==> src/hdl/srs_pkg.sv <==
package srs_pkg;
    // widths and reset values of the controls that the sequencer forces
    localparam int          SRS_SRC_W        = 4;     // number of reset sources
    localparam int          SRS_SRC_POR      = 0;     // power-on source bit
    localparam int          SRS_SRC_VMON     = 1;     // supply monitor bit
    localparam int          SRS_SRC_PIN      = 2;     // external pin bit
    localparam int          SRS_SRC_WDT      = 3;     // watchdog bit
    localparam int          SRS_PC_W         = 16;
    localparam logic [15:0] SRS_RESET_VECTOR = 16'h0000;
    localparam int          SRS_CLKSEL_W     = 2;
    localparam logic [1:0]  SRS_CLK_LPOSC    = 2'h0;  // low-power oscillator
    localparam int          SRS_ID_BITS      = 128;
    localparam int          SRS_ID_BYTES     = 16;
    localparam int          SRS_XADDR_W      = 13;    // 8 kB of XRAM
    localparam logic [7:0]  SRS_LATCH_RESET  = 8'hff; // port latches at one
    localparam int          SRS_PORT_W       = 8;
    localparam int          SRS_HOLD_CYCLES  = 4;     // reset stretch length

    // sequencer states
    typedef enum logic [1:0] {
        SRS_ST_RESET,
        SRS_ST_IDLOAD,
        SRS_ST_RUN,
        SRS_ST_STOP
    } srs_state_type;
endpackage

==> src/hdl/srs_sequencer.sv <==
`timescale 1ns/10ps
// How it works
// core is held halted for the whole reset state.
// module registers reset to defaults; power-on-only bits kept otherwise.
// interrupts and timers are held disabled during reset.
// RAM contents are never written by reset except identifier area.
// port latches forced to one, drivers forced open-drain.
// weak pull-ups enabled during and after reset.
// supply-monitor reset drives reset pin low while reset lasts.
// on exit, system clock selects low-power oscillator.
// on exit, watchdog enabled without firmware action.
// on exit, program counter cleared, fetch from address zero.
// after each reset, 128-bit identifier written to top 16 XRAM bytes.
// firmware may overwrite identifier area until next reset.
// stop mode left only through a reset, running normal sequence.
// all reset sources merged into one request, held while any active.
module srs_sequencer
    import srs_pkg::*;
#(
    parameter int HOLD_CYCLES = srs_pkg::SRS_HOLD_CYCLES,
    parameter logic [127:0] ID_VALUE = 128'h0123456789abcdeffedcba9876543210
) (
    // clock and reset
    input  wire logic                          sys_clk,
    input  wire logic                          rst,
    // reset sources (pin source is asynchronous)
    input  wire logic                          por_req,
    input  wire logic                          vmon_req,
    input  wire logic                          rst_pin_n_in,
    input  wire logic                          wdt_req,
    // stop mode request from core
    input  wire logic                          stop_req,
    // reset pin drive
    output logic                               rst_pin_out,
    output logic                               rst_pin_oe,
    // core control
    output logic                               core_halt,
    output logic                               core_pc_load,
    output logic [srs_pkg::SRS_PC_W-1:0]       core_pc,
    output logic                               module_reset,
    output logic                               por_only_reset,
    output logic                               irq_disable,
    output logic                               timer_disable,
    output logic                               wdt_enable,
    output logic [srs_pkg::SRS_CLKSEL_W-1:0]   clk_sel,
    output logic                               clk_sel_force,
    // port control
    output logic [srs_pkg::SRS_PORT_W-1:0]     port_latch,
    output logic                               port_force,
    output logic                               port_open_drain,
    output logic                               weak_pullup_en,
    // identifier write port into xram
    output logic                               xram_we,
    output logic [srs_pkg::SRS_XADDR_W-1:0]    xram_addr,
    output logic [7:0]                         xram_wdata,
    // status
    output logic [srs_pkg::SRS_SRC_W-1:0]      reset_cause
);
    import srs_pkg::*;

    localparam int CNT_W = $clog2(HOLD_CYCLES + 1);
    localparam logic [SRS_XADDR_W-1:0] ID_BASE =
        SRS_XADDR_W'((1 << SRS_XADDR_W) - SRS_ID_BYTES);

    // -----------------------------------------------------------------
    // state record
    // -----------------------------------------------------------------
    typedef struct packed {
        srs_state_type              st;
        logic [CNT_W-1:0]           hold;
        logic [3:0]                 idx;
        logic [SRS_SRC_W-1:0]       cause;
        logic                       halt;
        logic                       irq_off;
        logic                       pc_load;
        logic                       mod_rst;
        logic                       por_rst;
        logic                       pin_drv;
        logic                       we;
        logic [SRS_XADDR_W-1:0]     addr;
        logic [7:0]                 wdata;
        logic                       wdt_en;
        logic                       clk_force;
    } srs_seq_type;

    srs_seq_type r_q;
    srs_seq_type r_d;
    logic        pin_n_sync;
    logic [SRS_SRC_W-1:0] src;
    logic        any_req;

    // -----------------------------------------------------------------
    // source merge
    // -----------------------------------------------------------------
    srs_sync u_pin_sync (
        .sys_clk (sys_clk),
        .rst     (rst),
        .din     (~rst_pin_n_in),
        .dout    (pin_n_sync)
    );

    // the pin sync output is high while the pin is pulled low; our own
    // drive of the pin is masked so it cannot hold the reset for ever
    // limitation: a looped-back pin still reads low a few cycles after
    always_comb begin
        src               = '0;
        src[SRS_SRC_POR]  = por_req;
        src[SRS_SRC_VMON] = vmon_req;
        src[SRS_SRC_PIN]  = pin_n_sync && !r_q.pin_drv;
        src[SRS_SRC_WDT]  = wdt_req;
        any_req           = |src;
    end

    // -----------------------------------------------------------------
    // sequencer
    // -----------------------------------------------------------------
    always_comb begin
        r_d         = r_q;
        r_d.pc_load = 1'b0;
        r_d.we      = 1'b0;
        if (any_req) begin
            // any source restarts the reset state, even from stop mode
            r_d.st      = SRS_ST_RESET;
            r_d.hold    = '0;
            r_d.cause   = src;
            r_d.halt    = 1'b1;
            r_d.irq_off = 1'b1;
            r_d.mod_rst = 1'b1;
            // the power-on marking stands until the reset state ends, the pin drive until the exit
            r_d.por_rst = r_q.por_rst | src[SRS_SRC_POR];
            r_d.pin_drv = r_q.pin_drv | src[SRS_SRC_VMON];
            r_d.wdt_en  = 1'b0;
            r_d.clk_force = 1'b1;
        end else begin
            case (r_q.st)
                SRS_ST_RESET: begin
                    // a monitor reset keeps the pin driven until the exit
                    if (r_q.hold == CNT_W'(HOLD_CYCLES)) begin
                        r_d.st      = SRS_ST_IDLOAD;
                        r_d.idx     = '0;
                        r_d.mod_rst = 1'b0;
                        r_d.por_rst = 1'b0;
                    end else begin
                        r_d.hold = r_q.hold + CNT_W'(1);
                    end
                end
                SRS_ST_IDLOAD: begin
                    // identifier bytes, least significant at lowest addr
                    r_d.we    = 1'b1;
                    r_d.addr  = ID_BASE + SRS_XADDR_W'(r_q.idx);
                    r_d.wdata = ID_VALUE[r_q.idx*8 +: 8];
                    r_d.idx   = r_q.idx + 4'h1;
                    if (r_q.idx == 4'(SRS_ID_BYTES - 1)) begin
                        // exit: core released with its defaults, pin let go
                        r_d.st        = SRS_ST_RUN;
                        r_d.halt      = 1'b0;
                        r_d.irq_off   = 1'b0;
                        r_d.pin_drv   = 1'b0;
                        r_d.pc_load   = 1'b1;
                        r_d.wdt_en    = 1'b1;
                        r_d.clk_force = 1'b0;
                    end
                end
                SRS_ST_RUN: begin
                    // no identifier writes here; firmware owns the area
                    if (stop_req) begin
                        r_d.st   = SRS_ST_STOP;
                        r_d.halt = 1'b1;
                    end
                end
                SRS_ST_STOP: begin
                    r_d.halt = 1'b1;
                end
                default: begin
                    r_d.st = SRS_ST_RESET;
                end
            endcase
        end
    end

    always_ff @(posedge sys_clk or posedge rst) begin
        if (rst) begin
            r_q           <= '0;
            r_q.st        <= SRS_ST_RESET;
            r_q.halt      <= 1'b1;
            r_q.irq_off   <= 1'b1;
            r_q.mod_rst   <= 1'b1;
            r_q.por_rst   <= 1'b1;
            r_q.clk_force <= 1'b1;
            r_q.cause     <= SRS_SRC_W'(1);
        end else begin
            r_q <= r_d;
        end
    end

    // -----------------------------------------------------------------
    // outputs, from the state record or fixed values
    // -----------------------------------------------------------------
    assign core_halt      = r_q.halt;
    assign core_pc_load   = r_q.pc_load;
    assign core_pc        = SRS_RESET_VECTOR;
    assign module_reset   = r_q.mod_rst;
    assign por_only_reset = r_q.por_rst;
    assign irq_disable    = r_q.irq_off;
    assign timer_disable  = r_q.mod_rst;
    assign wdt_enable     = r_q.wdt_en;
    assign clk_sel        = SRS_CLK_LPOSC;
    assign clk_sel_force  = r_q.clk_force;
    assign port_latch     = SRS_LATCH_RESET;
    assign port_force     = r_q.mod_rst;
    assign port_open_drain = r_q.mod_rst;
    assign weak_pullup_en = 1'b1;
    assign rst_pin_out    = 1'b0;
    assign rst_pin_oe     = r_q.pin_drv;
    assign xram_we        = r_q.we;
    assign xram_addr      = r_q.addr;
    assign xram_wdata     = r_q.wdata;
    assign reset_cause    = r_q.cause;
endmodule

==> src/hdl/srs_sync.sv <==
`timescale 1ns/10ps
// three-stage synchroniser; output changes once stages two and three agree
module srs_sync (
    // clock and reset
    input  wire logic sys_clk,
    input  wire logic rst,
    // data
    input  wire logic din,
    output logic      dout
);
    typedef struct packed {
        logic [2:0] stg;
        logic       out;
    } srs_sync_type;

    srs_sync_type s_q;
    srs_sync_type s_d;

    // shift chain and agreement filter
    always_comb begin
        s_d       = s_q;
        s_d.stg   = {s_q.stg[1:0], din};
        if (s_q.stg[1] == s_q.stg[2]) begin
            s_d.out = s_q.stg[2];
        end
    end

    always_ff @(posedge sys_clk or posedge rst) begin
        if (rst) begin
            s_q <= '0;
        end else begin
            s_q <= s_d;
        end
    end

    assign dout = s_q.out;
endmodule

==> config.mk <==
export PLATFORM = sky130hd
export DESIGN_NAME = srs_sequencer
export DESIGN_NICKNAME = d
export VERILOG_FILES = /design/src/hdl/srs_pkg.sv /design/src/hdl/srs_sequencer.sv /design/src/hdl/srs_sync.sv
export SDC_FILE = /design/constraint.sdc
export NUM_CORES = 1
export LEC_CHECK = 0
export ABC_CLOCK_PERIOD_IN_PS = 2000
export BUFFER_PORTS_ARGS = -buffer_cell sky130_fd_sc_hd__buf_2
export CORE_MARGIN = 4
export CORE_UTILIZATION = 49
export CTS_CLUSTER_DIAMETER = 100
export DETAILED_ROUTE_END_ITERATION = 8
export PLACE_DENSITY_LB_ADDON = 0.3
export SETUP_SLACK_MARGIN = 0.3
export SLEW_MARGIN = 20
export SYNTH_ARGS = -nofsm -noshare
export SYNTH_HDL_FRONTEND = slang
export SYNTH_SLANG_ARGS = --single-unit
==> constraint.sdc <==
create_clock -name sys_clk -period 2 [get_ports sys_clk]
set_input_delay 0 -clock sys_clk [delete_from_list [all_inputs] [get_ports sys_clk]]
set_output_delay 0 -clock sys_clk [all_outputs]
set_load 0.02 [all_outputs]
=== Word level (Yosys, flattened, before mapping) ===
Cells that the tools add are included.

* Muxes and demuxes: 22
* Bitwise gates (word level): 4
* Reductions and logical operators: 18
* Add/sub/neg operators: 3
* $mul: 0
* Order comparisons: 0
* Equality and inequality tests: 11
* Shifts and indexed selects: 1
* Divide/modulo/power cells: 0

{| class="wikitable"
|+ Operators with widths
! cell !! number
|-
| $shiftx 128x8->8 const A || 1
|-
| $mux 25 || 1
|-
| $mux 22 || 1
|-
| $mux 2 || 8
|-
| $mux 3 || 4
|-
| $reduce_bool 2->1 || 5
|-
| $ne 3x3->1 const B || 3
|-
| $pmux 4 s2 || 1
|-
| $reduce_and 2->1 || 4
|-
| $reduce_bool 4->1 || 2
|-
| $add 5x5->6 const A || 1
|-
| $pmux 2 s3 || 1
|-
| $reduce_and 3->1 || 2
|-
| $mux 5 || 1
|-
| $add 4x1->4 const B || 1
|-
| $eq 2x2->1 const B || 2
|-
| $eq 4x4->1 const B || 1
|-
| $mux 4 || 1
|-
| $ne 2x2->1 const B || 2
|-
| $reduce_and 4->1 || 1
|-
| $reduce_or 4->1 || 1
|-
| $add 3x1->3 const B || 1
|-
| $eq 3x3->1 const B || 1
|-
| $mux 1 || 3
|-
| other kinds (8) || 10
|}

* Bits in read-only memories: 0
* Memories kept: 0
* Bits in latches: 0
* Register bits: 47
* Output and inout bits: 65
* Input port bits: 7
* Bits in writable memories: 0

=== Longest topological paths before layout ===
* Depth in word-level cells: 5
* Depth in mapped cells: 6
* Depth with buffers taken out: 6

=== By module ===
From an unflattened synthesis, not the netlist that was laid out.

* Cell total of the unflattened synthesis: 195
* Area total of the unflattened synthesis: 1,966.9 um^2

{| class="wikitable"
|+ Modules (own cells, without submodules)
! module !! sequential area each (um^2) !! times used !! area each (um^2) !! cells each
|-
| srs_sequencer || 757.0 || 1 || 1,851.8 || 189
|-
| srs_sync || 100.1 || 1 || 115.1 || 6
|}

=== Worst setup path before layout ===
OpenSTA, ideal clock, no wires.

* Kind: register to register
* From: register r_q[41] (netlist bit)
* To: register r_q[37] (netlist bit)
* Clock period less this slack: 1.694 ns
* Slack: 0.306 ns
* Arrival time: 1.568 ns
* Stages on the path, launching flop included: 7
* Cell sequence: dfrtp_1 > inv_1 > ha_1 > a21boi_4 > nor4b_4 > o21ai_2 > a221o_1

* Word-level cells in the longest chain between the ends: 3
* Elaborated cells between the ends (all ways): 6

{| class="wikitable"
|+ Ends and longest elaborated chain
! item !! line !! text
|-
| from (decl) || srs_sequencer.sv:86 || <nowiki>srs_seq_type r_q;</nowiki>
|-
| from (signal assigned) || srs_sequencer.sv:192 || <nowiki>r_q <= r_d;</nowiki>
|-
| $eq 2x1->1 or $logic_not 2->1 (tied branches) || srs_sequencer.sv:135 || <nowiki>case (r_q.st)</nowiki>
|-
| $reduce_bool 2->1 (no source line) or $ne 2x2->1 (tied branches) || n/a ||
|-
| $reduce_and 3->1 (no source line) || n/a ||
|}

Several ways; a longest one is shown, not always the timed one.
A chain may end at the register's enable or synchronous reset.

=== Final worst setup path ===
* From: register r_q[42] (netlist bit)
* To: register r_q[41] (netlist bit)

* Word-level cells in the longest chain between the ends: 3
* Elaborated cells between the ends (all ways): 10

{| class="wikitable"
|+ Ends and longest elaborated chain
! item !! line
|-
| $eq 2x1->1, or another cell as far along || srs_sequencer.sv:135
|-
| $ne 3x3->1 (no source line), or another cell as far along || n/a
|-
| $reduce_and 4->1 (no source line) or $mux 5 (tied branches) || n/a
|}

Several ways; a longest one is shown, not always the timed one.

==> reports/qor.yml <==
status:
  status: "finished clean"
sta:
  min_period_over_period: 0.841
  clock_skew_ns: 0.00468
  fmax_ghz: 0.594
  min_period_ns: 1.68
  fin_tns_setup_ns: 0
  setup_violations: 0
  drv_slew: 0
  hold_viol: 0
  rsz0062_at_grt: "yes"
floorplanning:
  dieArea_sq_mm: 0.00515
  io_pins: 72
  die_x_microns: 71.7
  die_height_microns: 71.7
  rows: 22
  core_area_sq_mm: 0.00380
  start_util: 0.524
cells_and_area:
  postLayoutCoreUtil: 0.576
  nets: 241
  antennaDiodeCount: 0
  most-common-layout-cells: "buf_2, conb_1, dfrtp_1"
  regArea_sq_um: 858
  drive_gt1_frac: 0.391
  final_common_cell: "buf_2"
  multi_input_area_sq_um: 798
  fillers: 330
  area_delta_synth_final_pct: 9.87
synth:
  yosys.cell_types.count: 43
  synth_cells: 194
  synth-edff-count: 0
  netlist_area_sq_mm: 0.00199
  syn_area_per_cell_sq_um: 10.3
  ys_warn_count: 0
  synth_seq_area_share: 0.431
  ys.flop_type: "dfrtp_1"
  ys_async_sr_fraction: 1.00
  synth_seq_cells: 34
drt:
  vias: 1221
  route.met2.wl_mm: 1.48
  vias_per_cell: 4.47
  wl_met3_microns: 299
  drt_iter0_markers: 53
  drc: 0
  firstDrtPassIters: 4
  met1_length_mm: 1.35
  routed_wl_mm: 3.18
  antenna_left: 0
  wl_per_cell_microns: 11.6
  top_layer: "met4"
grt:
  grt_pass1_wl_mm: 5.04
  grtUsageTotal: 0.126
  antenna_found_initial: 0
  grt_start_max_net_pins: 35
  grt_pass1_vias: 1074
  grt_overflow: 0
worst_setup_path:
  start_kind: "flop"
  critPathRequiredTime_ns: 2.21
  critical_path.max_fanout: 3
  crit_chain: "buf_4 -> ha_2 -> nor2b_4 -> a2111oi_4 -> mux2_4 -> nor2_1"
  crit_buf_inv: 1
  worstSetupEndpointType: "flop"
  cp.arrival_ns: 1.89
  crit_family: "flip-flops"
  slowest_stage: "dfrtp_1"
  max_stage_delay_ns: 0.38
  path_class: "reg2reg"
clock_network:
  cts_tree: "done"
  numClockSinks: 34
  cts_root_buf: "clkbuf_8"
  htreeDepth: 2
  path_clk_slew_ns: 0.07
  clockBufferDepth: 2
  clkLatencyLatePin_ns: 0.28
  cts_buffers: 5
power_and_ir_drop:
  switching_share: 0.241
  clock_power_share: 0.384
  peakVddDrop_uv: 289
  switchingPower_uw: 317
  pwr-share-seq: 0.536
  p_per_area_mw_per_mm2: 602
  p_int_uw: 1000
  leakage_uw: 0.00117
  combPwrFrac: 0.080
place:
  hpwlAfterDp_mm: 2.35
  gp_congestion: 0.793
  io_buffers: 43
job:
  drv_cap: 0
worst_hold_path:
  min_path_type: "in2reg"
[per-stage QoR]
| step | setup WS, ns | area, sq um | cells | total power, uW | hold WS [ns] |
|---|---|---|---|---|---|
| 6_report | 0.317 | 2190 | 273 | 1320 | 0.0136 |
| 5_1_grt | 0.258 | 2190 | 273 | 1370 | 0.0247 |
| 4_1_cts | 0.292 | 2140 | 270 | 1330 | 0.0105 |
| 3_5_place_dp | 0.138 | 1940 | 254 | 817 | 0.110 |
| 3_3_place_gp | 0.188 | 1940 | 254 | 816 | 0.112 |
| 2_1_floorplan | 0.306 | 2090 | 220 | 842 | 0.0594 |
[power by group through the flow]
stage / Sequential [uW] / Combinational (uW) / Clock [uW]
2_1_floorplan: 716 / 126 / 0
3_3_place_gp: 717 / 98.9 / 0
3_5_place_dp: 718 / 99.1 / 0
4_1_cts: 705 / 105 / 522
5_1_grt: 706 / 116 / 551
6_report: 705 / 106 / 506
[what timing repair did]
item,4_1_cts,5_1_grt
setup endpoints to repair,5,5
resized for setup,7,9
hold buffers,4,0
buffers inserted,4,3
pin swaps,2,3
endpoints found under the hold margin,32,0
[tightest hold or removal path: cells and delay by family]
family	cells	cell delay (ns)
AND/OR/NAND/NOR	1	0.06
buffers and inverters	2	0.23
[state kept, by name, summed over array words and instances, names as in the netlist]
| name | count |
|---|---|
| u_pin_sync.s_d | 2 |
| u_pin_sync.s_q | 1 |
| rst_pin_oe | 1 |
| por_only_reset | 1 |
| wdt_enable | 1 |
| core_halt | 1 |
| xram_we | 1 |
| irq_disable | 1 |
| u_pin_sync.dout | 1 |
| xram_addr | 5 |
| xram_wdata | 4 |
| r_q | 9 |
| module_reset | 1 |
| core_pc_load | 1 |
| reset_cause | 4 |
[worst paths after layout]
| path | cells past startpoint | slack, ns | from | to |
|---|---|---|---|---|
| max reg2reg | 6 | 0.32 | r_q[42]$_DFFE_PP0P_ | r_q[41]$_DFFE_PP0P_ |
| max | 6 | 0.32 | r_q[42]$_DFFE_PP0P_ | r_q[41]$_DFFE_PP0P_ |
| min | 3 | 0.01 | por_req | reset_cause[0]$_DFFE_PP1P_ |
| max in group asynchronous | 4 | 1.32 | rst | core_halt$_DFFE_PP1P_ |
| min reg2reg | 0 | 0.35 | u_pin_sync.s_d[2]$_DFF_PP0_ | u_pin_sync.s_d[3]$_DFF_PP0_ |
| min in group asynchronous | 4 | 0.35 | rst | xram_addr[2]$_DFFE_PP0P_ |
[per-layer routing]
| layer | up-vias | track usage |
|---|---|---|
| met3 | 4 | 0.0351 |
| met2 | 56 | 0.196 |
| li1 | 607 | - |
| met4 | 0 | 0.0564 |
| met5 | - | 0 |
| met1 | 554 | 0.164 |
[kinds of logic (layout without fill, tap and decap cells)]
family | Yosys count | after routing | synth area share
AOI/OAI and AO/OA | 22 | 22 | 0.0861
and+or+nand+nor | 45 | 45 | 0.121
xor gates and xnor gates | 3 | 3 | 0.0132
muxes | 5 | 5 | 0.0283
other | 2 | 28 | 0.00377
DFF | 34 | 34 | 0.431
buffers and inverters | 72 | 77 | 0.249
adders and majority gates | 11 | 11 | 0.0679
[cells in the mapped netlist, drive strengths merged (2+ instances only)]
cell | count | share of area
buf | 59 | 0.22
dfrtp | 29 | 0.36
nor2 | 15 | 0.032
nand2 | 13 | 0.025
inv | 11 | 0.021
ha | 10 | 0.063
o21ai | 7 | 0.019
dfstp | 5 | 0.066
mux2 | 5 | 0.028
nand3 | 5 | 0.013
a21o | 3 | 0.011
a21oi | 3 | 0.0075
a2111oi | 2 | 0.012
and3 | 2 | 0.0063
conb | 2 | 0.0038
nand2b | 2 | 0.0063
nor2b | 2 | 0.010
xnor2 | 2 | 0.0088
[layout make-up]
cell class | count | area share
clock buffer | 7 | 0.0395
timing repair buffer | 58 | 0.154
inverter | 11 | 0.0189
tap | 48 | 0.0275
sequential | 34 | 0.392
multi-input combinational | 114 | 0.365
clock inverter | 1 | 0.00229
Note: power is estimated with default switching activity, not from simulation.
